===== src/obc_pkg.sv =====
// Purpose: constants and types shared by the option byte decoder
// Assumes: option bytes arrive as a stream of byte index and value after reset
// Notes: bit positions within each option byte are fixed here
package obc_pkg;

  // ------------------------------------------------------------
  // register indices on the plain software port
  // ------------------------------------------------------------
  localparam logic [3:0] OBC_IDX_BOOT = 4'h0;
  localparam logic [3:0] OBC_IDX_ROP = 4'h1;
  localparam logic [3:0] OBC_IDX_CLOCK_WATCHDOG_OPTIONS = 4'h2;
  localparam logic [3:0] OBC_IDX_OSCILLATOR_WAKEUP_OPTIONS = 4'h3;
  localparam logic [3:0] OBC_IDX_CRYSTAL_SETTLE_COUNT = 4'h4;
  localparam logic [3:0] OBC_IDX_RESERVED_OPTION = 4'h5;
  localparam logic [3:0] OBC_IDX_FLASH_READ_DELAY_OPTION = 4'h6;
  localparam logic [3:0] OBC_IDX_STATUS = 4'h7;
  localparam logic [3:0] OBC_IDX_ROP_REQ = 4'h8;
  localparam int OBC_NUM_BYTES = 7;

  // ------------------------------------------------------------
  // field positions
  // ------------------------------------------------------------
  localparam int OBC_BIT_LSI_ALLOW = 3;
  localparam int OBC_BIT_INDEP_WATCHDOG_HW_START = 2;
  localparam int OBC_BIT_WINDOW_WATCHDOG_HW_START = 1;
  localparam int OBC_BIT_WINDOW_WATCHDOG_HALT_RESET = 0;
  localparam int OBC_BIT_EXTERNAL_CLOCK_SELECT = 3;
  localparam int OBC_BIT_AWUSEL = 2;
  localparam int OBC_BIT_PRSC_LO = 0;
  localparam int OBC_BIT_WAIT = 0;
  localparam logic [7:0] OBC_ROP_ACTIVE = 8'haa;

  // ------------------------------------------------------------
  // sizes and reset values
  // ------------------------------------------------------------
  localparam int OBC_PAGE_SHIFT = 9;
  localparam logic [17:0] OBC_FLASH_BYTES = 18'h20000;
  localparam logic [7:0] OBC_RST_BYTE = 8'h00;

  // crystal settle codes and their counts in oscillator half cycles
  localparam logic [7:0] OBC_HSE_CODE_2048 = 8'h00;
  localparam logic [7:0] OBC_HSE_CODE_128 = 8'hb4;
  localparam logic [7:0] OBC_HSE_CODE_8 = 8'hd2;
  localparam logic [7:0] OBC_HSE_CODE_HALF = 8'he1;
  localparam logic [12:0] OBC_HSE_HALF_2048 = 13'h1000;
  localparam logic [12:0] OBC_HSE_HALF_128 = 13'h0100;
  localparam logic [12:0] OBC_HSE_HALF_8 = 13'h0010;
  localparam logic [12:0] OBC_HSE_HALF_HALF = 13'h0001;

  // wakeup prescaler source frequency in MHz, output 128 kHz
  localparam int OBC_AWU_OUT_KHZ = 128;

  typedef enum logic [1:0] {
    OBC_ST_LOAD,
    OBC_ST_RUN,
    OBC_ST_ERASE
  } obc_state_t;

endpackage


===== src/obc_dec_if.sv =====
// Purpose: carries captured option bytes from the loader to the decoder
// Assumes: one clock
// Notes: loader writes, decoder reads
`timescale 1ns/1ns
`default_nettype none
interface obc_dec_if;
  logic [7:0] clock_watchdog_options;
  logic [7:0] oscillator_wakeup_options;
  logic [7:0] crystal_settle_count;
  logic [7:0] flash_read_delay_option;
  logic [7:0] boot;
  modport src (output clock_watchdog_options, output oscillator_wakeup_options, output crystal_settle_count, output flash_read_delay_option, output boot);
  modport dst (input clock_watchdog_options, input oscillator_wakeup_options, input crystal_settle_count, input flash_read_delay_option, input boot);
endinterface
`default_nettype wire


===== src/obc_decode.sv =====
// Purpose: pure decode of captured option bytes
// Assumes: inputs stable between resets
// Notes: combinational, outputs are registered by the top
`timescale 1ns/1ns
`default_nettype none
module obc_decode
  import obc_pkg::*;
(
  obc_dec_if.dst opts,
  output logic [17:0] boot_bytes,
  output logic [12:0] settle_half,
  output logic [4:0] awu_src_mhz
);

  always_comb begin
    boot_bytes = {opts.boot, {OBC_PAGE_SHIFT{1'b0}}} > 17'h1ffff ?
                 OBC_FLASH_BYTES : {1'b0, opts.boot, {OBC_PAGE_SHIFT{1'b0}}};
    case (opts.crystal_settle_count)
      OBC_HSE_CODE_2048: settle_half = OBC_HSE_HALF_2048;
      OBC_HSE_CODE_128: settle_half = OBC_HSE_HALF_128;
      OBC_HSE_CODE_8: settle_half = OBC_HSE_HALF_8;
      OBC_HSE_CODE_HALF: settle_half = OBC_HSE_HALF_HALF;
      default: settle_half = OBC_HSE_HALF_2048;
    endcase
    case (opts.oscillator_wakeup_options[OBC_BIT_PRSC_LO +: 2])
      2'b00: awu_src_mhz = 5'd24;
      2'b01: awu_src_mhz = 5'd16;
      2'b10: awu_src_mhz = 5'd8;
      default: awu_src_mhz = 5'd4;
    endcase
  end

endmodule
`default_nettype wire


===== src/obc_top.sv =====
// Purpose: loads option bytes after reset and drives configuration outputs
// Assumes: option storage answers one byte per cycle after a request
// Notes: configuration outputs are fixed from the end of loading until the next reset
//
// Overview of operation
// - Boot area size is the option byte times 512 bytes.
// - Boot area stays write protected whenever programmed from application code.
// - Active readout protection refuses debug-path flash and EEPROM access.
// - Changing active readout protection erases program and data memory.
// - Low-speed oscillator allowed as CPU clock only when option is 1.
// - Independent watchdog starts by hardware when option is 1.
// - Window watchdog starts by hardware when option is 1.
// - Halt resets with window watchdog active only when option is 1.
// - Option 1 selects external clock input, 0 selects crystal.
// - Wakeup clock from low-speed oscillator at 0, prescaled crystal at 1.
// - Prescaler code picks 24, 16, 8 or 4 MHz source to 128 kHz.
// - Settle code picks 2048, 128, 8 or half crystal cycles.
// - Flash read delay option adds exactly one wait state when 1.
//
// Decided for this implementation: the placing of the registers and strobed register access.
`timescale 1ns/1ns
`default_nettype none
module obc_top
  import obc_pkg::*;
(
  input wire logic clk_sys,
  input wire logic rst,
  output logic [2:0] nvm_idx,
  output logic nvm_rd,
  input wire logic [7:0] nvm_data,
  input wire logic [3:0] reg_addr,
  input wire logic [7:0] reg_wdata,
  input wire logic reg_wr,
  input wire logic reg_rd,
  output logic [7:0] reg_rdata,
  input wire logic iap_write_req,
  input wire logic [16:0] iap_write_addr,
  input wire logic dbg_access_req,
  output logic iap_write_ok,
  output logic dbg_access_ok,
  output logic global_erase,
  output logic cfg_valid,
  output logic [17:0] boot_area_bytes,
  output logic low_speed_osc_allow,
  output logic indep_watchdog_hw_start,
  output logic window_watchdog_hw_start,
  output logic window_watchdog_halt_reset,
  output logic external_clock_select,
  output logic wakeup_clock_select,
  output logic [1:0] wakeup_prescaler,
  output logic [4:0] wakeup_src_mhz,
  output logic [12:0] crystal_settle_half,
  output logic flash_read_delay
);
  import obc_pkg::*;

  // ------------------------------------------------------------
  // load sequencer
  // ------------------------------------------------------------
  obc_state_t state_q, state_d;
  logic [7:0] byte_q [OBC_NUM_BYTES];
  logic [7:0] byte_d [OBC_NUM_BYTES];
  logic [2:0] idx_q, idx_d;
  logic rd_pend_q, rd_pend_d;
  logic [2:0] rd_idx_q, rd_idx_d;
  logic rop_req_q, rop_req_d;
  logic [7:0] rdata_d;
  logic rop_active;
  logic [17:0] boot_w;
  logic [12:0] settle_w;
  logic [4:0] awu_w;
  obc_dec_if dec_if ();

  function automatic logic bit_of(input logic [7:0] b, input int pos);
    bit_of = b[pos[2:0]];
  endfunction

  assign rop_active = (byte_q[OBC_IDX_ROP[2:0]] == OBC_ROP_ACTIVE);
  assign dec_if.boot = byte_q[OBC_IDX_BOOT[2:0]];
  assign dec_if.clock_watchdog_options = byte_q[OBC_IDX_CLOCK_WATCHDOG_OPTIONS[2:0]];
  assign dec_if.oscillator_wakeup_options = byte_q[OBC_IDX_OSCILLATOR_WAKEUP_OPTIONS[2:0]];
  assign dec_if.crystal_settle_count = byte_q[OBC_IDX_CRYSTAL_SETTLE_COUNT[2:0]];
  assign dec_if.flash_read_delay_option = byte_q[OBC_IDX_FLASH_READ_DELAY_OPTION[2:0]];

  obc_decode u_dec (
    .opts(dec_if.dst),
    .boot_bytes(boot_w),
    .settle_half(settle_w),
    .awu_src_mhz(awu_w)
  );

  always_comb begin
    state_d = state_q;
    idx_d = idx_q;
    rd_pend_d = 1'b0;
    rd_idx_d = idx_q;
    byte_d = byte_q;
    rop_req_d = rop_req_q;
    // read every byte once after reset
    case (state_q)
      OBC_ST_LOAD: begin
        if (rd_pend_q) begin
          byte_d[rd_idx_q] = nvm_data;
        end
        if (idx_q < 3'(OBC_NUM_BYTES)) begin
          rd_pend_d = 1'b1;
          idx_d = idx_q + 3'd1;
        end else if (!rd_pend_q) begin
          state_d = OBC_ST_RUN;
        end
      end
      OBC_ST_RUN: begin
        if (reg_wr && reg_addr == OBC_IDX_ROP_REQ) begin
          rop_req_d = 1'b1;
          if (rop_active && reg_wdata != OBC_ROP_ACTIVE) begin
            state_d = OBC_ST_ERASE;
          end
        end
      end
      OBC_ST_ERASE: begin
        state_d = OBC_ST_ERASE;
      end
      default: state_d = OBC_ST_LOAD;
    endcase
  end

  always_comb begin
    rdata_d = 8'h00;
    if (reg_rd) begin
      if (reg_addr < 4'(OBC_NUM_BYTES)) begin
        rdata_d = byte_q[reg_addr[2:0]];
      end else if (reg_addr == OBC_IDX_STATUS) begin
        rdata_d = {5'h00, state_q == OBC_ST_ERASE, rop_active, state_q != OBC_ST_LOAD};
      end
    end
  end

  always_ff @(posedge clk_sys) begin
    if (rst) begin
      state_q <= OBC_ST_LOAD;
      idx_q <= 3'd0;
      rd_pend_q <= 1'b0;
      rd_idx_q <= 3'd0;
      rop_req_q <= 1'b0;
      for (int i = 0; i < OBC_NUM_BYTES; i++) begin
        byte_q[i] <= OBC_RST_BYTE;
      end
    end else begin
      state_q <= state_d;
      idx_q <= idx_d;
      rd_pend_q <= rd_pend_d;
      rd_idx_q <= rd_idx_d;
      rop_req_q <= rop_req_d;
      byte_q <= byte_d;
    end
  end

  // ------------------------------------------------------------
  // registered outputs
  // ------------------------------------------------------------
  logic run_d;
  logic iap_ok_d;
  logic dbg_ok_d;
  assign run_d = (state_d == OBC_ST_RUN);
  // boot area never writable from application
  assign iap_ok_d = run_d && iap_write_req && ({1'b0, iap_write_addr} >= boot_w);
  assign dbg_ok_d = run_d && dbg_access_req && !rop_active;

  always_ff @(posedge clk_sys) begin
    if (rst) begin
      nvm_idx <= 3'd0;
      nvm_rd <= 1'b0;
      reg_rdata <= 8'h00;
      iap_write_ok <= 1'b0;
      dbg_access_ok <= 1'b0;
      global_erase <= 1'b0;
      cfg_valid <= 1'b0;
      boot_area_bytes <= 18'h00000;
      low_speed_osc_allow <= 1'b0;
      indep_watchdog_hw_start <= 1'b0;
      window_watchdog_hw_start <= 1'b0;
      window_watchdog_halt_reset <= 1'b0;
      external_clock_select <= 1'b0;
      wakeup_clock_select <= 1'b0;
      wakeup_prescaler <= 2'b00;
      wakeup_src_mhz <= 5'd0;
      crystal_settle_half <= 13'h0000;
      flash_read_delay <= 1'b0;
    end else begin
      nvm_idx <= idx_q;
      nvm_rd <= rd_pend_d;
      reg_rdata <= rdata_d;
      iap_write_ok <= iap_ok_d;
      dbg_access_ok <= dbg_ok_d;
      global_erase <= (state_d == OBC_ST_ERASE);
      cfg_valid <= (state_d != OBC_ST_LOAD);
      boot_area_bytes <= boot_w;
      low_speed_osc_allow <= bit_of(dec_if.clock_watchdog_options, OBC_BIT_LSI_ALLOW);
      indep_watchdog_hw_start <= bit_of(dec_if.clock_watchdog_options, OBC_BIT_INDEP_WATCHDOG_HW_START);
      window_watchdog_hw_start <= bit_of(dec_if.clock_watchdog_options, OBC_BIT_WINDOW_WATCHDOG_HW_START);
      window_watchdog_halt_reset <= bit_of(dec_if.clock_watchdog_options, OBC_BIT_WINDOW_WATCHDOG_HALT_RESET);
      external_clock_select <= bit_of(dec_if.oscillator_wakeup_options, OBC_BIT_EXTERNAL_CLOCK_SELECT);
      wakeup_clock_select <= bit_of(dec_if.oscillator_wakeup_options, OBC_BIT_AWUSEL);
      wakeup_prescaler <= dec_if.oscillator_wakeup_options[OBC_BIT_PRSC_LO +: 2];
      wakeup_src_mhz <= awu_w;
      crystal_settle_half <= settle_w;
      flash_read_delay <= bit_of(dec_if.flash_read_delay_option, OBC_BIT_WAIT);
    end
  end

  // ------------------------------------------------------------
  // checks
  // ------------------------------------------------------------
  AST_DBG_BLOCK: assert property (@(posedge clk_sys) disable iff (rst)
    rop_active |=> !dbg_access_ok) else $error("debug access granted under protection");
  AST_BOOT_WP: assert property (@(posedge clk_sys) disable iff (rst)
    (iap_write_req && {1'b0, iap_write_addr} < boot_w) |=> !iap_write_ok)
    else $error("boot area write allowed");
  AST_ERASE: assert property (@(posedge clk_sys) disable iff (rst)
    (state_q == OBC_ST_RUN && rop_active && reg_wr && reg_addr == OBC_IDX_ROP_REQ
     && reg_wdata != OBC_ROP_ACTIVE) |=> global_erase[*2]) else $error("no erase on toggle");
  AST_HOLD: assert property (@(posedge clk_sys) disable iff (rst)
    (cfg_valid && $past(cfg_valid)) |-> $stable(flash_read_delay) && $stable(boot_area_bytes))
    else $error("config changed after load");
  AST_WAIT: assert property (@(posedge clk_sys) disable iff (rst)
    cfg_valid |-> flash_read_delay == dec_if.flash_read_delay_option[OBC_BIT_WAIT]) else $error("wait state wrong");
  AST_LOAD_END: assert property (@(posedge clk_sys) disable iff (rst)
    $rose(nvm_rd) |-> ##[1:20] cfg_valid) else $error("load did not finish");
  AST_WINDOW_WATCHDOG: assert property (@(posedge clk_sys) disable iff (rst)
    cfg_valid |-> window_watchdog_halt_reset == dec_if.clock_watchdog_options[OBC_BIT_WINDOW_WATCHDOG_HALT_RESET])
    else $error("halt reset option wrong");
  AST_BOOT_SIZE: assert property (@(posedge clk_sys) disable iff (rst)
    cfg_valid && dec_if.boot == 8'h01 |-> boot_area_bytes == 18'h00200)
    else $error("boot page size wrong");

endmodule
`default_nettype wire


===== config.mk =====
export PLATFORM = sky130hd
export DESIGN_NAME = obc_top
export DESIGN_NICKNAME = d
export VERILOG_FILES = /design/src/obc_pkg.sv /design/src/obc_dec_if.sv /design/src/obc_decode.sv /design/src/obc_top.sv
export SDC_FILE = /design/constraint.sdc
export NUM_CORES = 1
export LEC_CHECK = 0
export BUFFER_PORTS_ARGS = -buffer_cell sky130_fd_sc_hd__buf_2
export CAP_MARGIN = 15
export CORE_MARGIN = 2
export CORE_UTILIZATION = 30
export CTS_BUF_LIST = sky130_fd_sc_hd__clkbuf_4 sky130_fd_sc_hd__clkbuf_8
export DETAILED_ROUTE_END_ITERATION = 8
export SYNTH_ARGS = -nofsm -noshare
export SYNTH_HDL_FRONTEND = slang
export SYNTH_SLANG_ARGS = --single-unit

===== constraint.sdc =====
create_clock -name clk_sys -period 3.54 [get_ports clk_sys]
set_input_delay 0.708 -clock clk_sys [delete_from_list [all_inputs] [get_ports clk_sys]]
set_output_delay 0.708 -clock clk_sys [all_outputs]
set_load 0.02 [all_outputs]

==> summary.txt <==
Run status
  – Status: completed

Detailed routing
  – Vias: 3286
  – Drt drc: 0
  – Starting DRT DRC Count: 157
  – Vias per cell: 4.72
  – Post-route ant nets: 0
  – Post-Route WL: 10300 microns
  – Router iterations before antenna repair: 4
  – Routed wire per std cell: 14.8 microns

Clock tree
  – Longest Clk Path Bufs: 2
  – Clk Latency, worst-skew pair: 0.37 ns
  – Post-cts sizing count: 0
  – Root Buffer: clkbuf_8
  – Num CTS Buffers: 9
  – CTS H-tree depth: 3
  – CTS tree: yes
  – Setup bufs post-CTS: 0
  – Clock transition at the registers of the reported paths: 0.10 ns
  – CTS Hold Bufs: 0
  – Clock sink total: 101

Placed design
  – Dpl ws: 1.30 ns
  – DP HPWL: 7600 microns
  – Placer Congestion: 0.835
  – # port buffers: 82

Timing
  – Max Fclk: 478 MHz
  – Slew Viols, Final: 0
  – RSZ-0062 raised after global routing: no
  – Fin crit period: 2.09 ns
  – Worst setup margin: 1.45 ns
  – TNS Setup: 0 ns
  – Fin. Hold Viols: 0
  – Setup violators final: 0
  – Clock skew: 0.0106 ns
  – Worst rel slew slack: 46.0%
  – Crit share post-route: 59.2%
  – Worst Max-Slew Pin Slew: 0.808 ns

Floorplan
  – Initial Utilization: 30.8%
  – Die area: 15300 sq um
  – Core area: 13900 sq um
  – I/O Pins: 104
  – Die X: 124 microns
  – Die height: 124 microns
  – Rows: 43

Synth
  – Number of synthesized flops with an enable pin: 0
  – Synth warn: 0
  – Post-synthesis sequential element count: 101
  – Post-synth cell types: 43
  – Post-synthesis sequential area ratio: 47.1%
  – Synthesized instance count: 436
  – Main synth FF type: dfxtp_1
  – Post-Syn Area: 4300 sq um
  – Async SR Flop Fraction: 0%
  – Synthesized area per cell: 9.85 sq um

Layout
  – Finished Core Util: 35.6%
  – Nets@finish: 563
  – Commonest non-fill, non-tap cells in the layout: 101 x dfxtp_1, 82 x buf_2, 59 x nor2_1
  – Flip-flop and latch area: 2020 sq um
  – Layout cells sized above 1: 22.9%
  – Area occupied by multi-input gates: 2070 sq um
  – Fill cells: 1408
  – Antenna Cells: 0
  – Commonest non-fill, non-tap cell in the layout: dfxtp_1
  – Area Overhead vs Synth: 15.6%

Global routing
  – Total GRT Usage: 13.7%
  – Vias in the first global route: 3047
  – Antenna violations before repair: 0
  – Pin count of the biggest net entering global routing: 40
  – First-pass GRT wire length: 15800 microns
  – GRT overflow: 0

Pwr
  – P per Cell Area: 420 nW/um^2
  – IR drop worst, VDD: 200 uV
  – Leak pwr: 2.15 nW

Worst hold path
  – Hold Crit Class: reg -> reg

Critical path
  – CP max-delay cell: nor2b_1
  – Crit start category: register
  – CP required: 3.79 ns
  – Critical path type: reg -> reg
  – Crit-path cells: nor2b_1 -> nand4_2 -> mux2i_1 -> nor2_1
  – Worst Path Max Fanout: 10
  – Crit path DAT: 2.34 ns
  – CP max stage delay: 0.67 ns
  – CP Capture Type: register

Job
  – Max-cap violations: 0
## worst max-delay path, delay by kind of cell (launching register included)
kind | cells | cell delay (ns)
flip-flops | 1 | 0.39
multiplexers | 1 | 0.32
AND/OR/NAND/NOR | 3 | 1.26
## cells in the mapped netlist, types with 2 or more instances
cell type | n | area [sq um]
dfxtp_1 | 101 | 2020
nor2_1 | 59 | 221
mux2i_1 | 45 | 450
nand2_1 | 35 | 131
a21oi_1 | 31 | 155
nand3_1 | 28 | 140
buf_4 | 22 | 165
nor2b_1 | 20 | 125
clkbuf_1 | 12 | 45.0
mux4_2 | 10 | 225
ha_1 | 9 | 113
inv_1 | 9 | 33.8
buf_2 | 6 | 30.0
o2bb2ai_1 | 6 | 52.6
nand4bb_1 | 4 | 45.0
a31oi_1 | 3 | 18.8
nand2b_1 | 3 | 18.8
nand4_2 | 3 | 37.5
nor4bb_1 | 3 | 30.0
a21o_1 | 2 | 15.0
nor4_1 | 2 | 12.5
o21a_1 | 2 | 15.0
## through the flow
stage	instance area (sq um)	power (mW)	cells	hold slack, ns
final	4960	2.09	696	0.466
after global routing	4960	2.18	696	0.483
after global placement	4780	1.43	680	0.441
after floorplan	4370	1.37	456	0.418
after CTS	4960	2.11	696	0.467
after detailed placement	4780	1.44	680	0.453
## report_power, final
group          internal [mW]  leakage, nW  switching (mW)
Clock                  0.284       0.0931           0.394
Sequential              1.16        0.818          0.0226
Combinational         0.0796         1.24           0.144
Total                   1.53         2.15           0.560
## logic make-up after synthesis
family	synth area share [%]
multiplexers	15.7
buffers and inverters	6.47
flip-flops	47.1
XOR/XNOR	0.204
other	0.0873
AND/OR/NAND/NOR	20.3
AO/OA/AOI/OAI	7.54
adder cells (fa/ha/maj)	2.62
## registers in the layout, indices dropped and copies added, names as in the netlist, 4 cells and up
register	flops
byte_q	16
boot_area_bytes	8
dec_if.boot	8
dec_if.clock_watchdog_options	8
dec_if.crystal_settle_count	8
dec_if.flash_read_delay_option	8
dec_if.oscillator_wakeup_options	8
reg_rdata	8
crystal_settle_half	4
## worst paths after layout
kind,start,endpoint,slack (ns),cells after the start
setup / recovery,nvm_idx[1],dec_if.oscillator_wakeup_options[1],1.45,4
hold / removal,dec_if.clock_watchdog_options[4],dec_if.clock_watchdog_options[4],0.47,2
hold reg to reg,dec_if.clock_watchdog_options[4],dec_if.clock_watchdog_options[4],0.47,2
setup reg to reg,nvm_idx[1],dec_if.oscillator_wakeup_options[1],1.45,4
## cell type report
class                           instances  share of cell area, %
Clock buffer                           11                   2.92
Clock inverter                          5                  0.706
Inverter                                9                  0.680
Multi-Input combinational cell        305                   41.7
Sequential cell                       101                   40.7
Tap cell                              180                   4.54
Timing Repair Buffer                   85                   8.72
## routing by layer
| layer | track usage [%] | part of all wire, % |
|---|---|---|
| met5 | 0 | 0 |
| met4 | 4.62 | 1.3 |
| met3 | 3.85 | 7.3 |
| met2 | 21.4 | 47 |
| met1 | 18.1 | 45 |
Power figures use the tool's default switching activity.
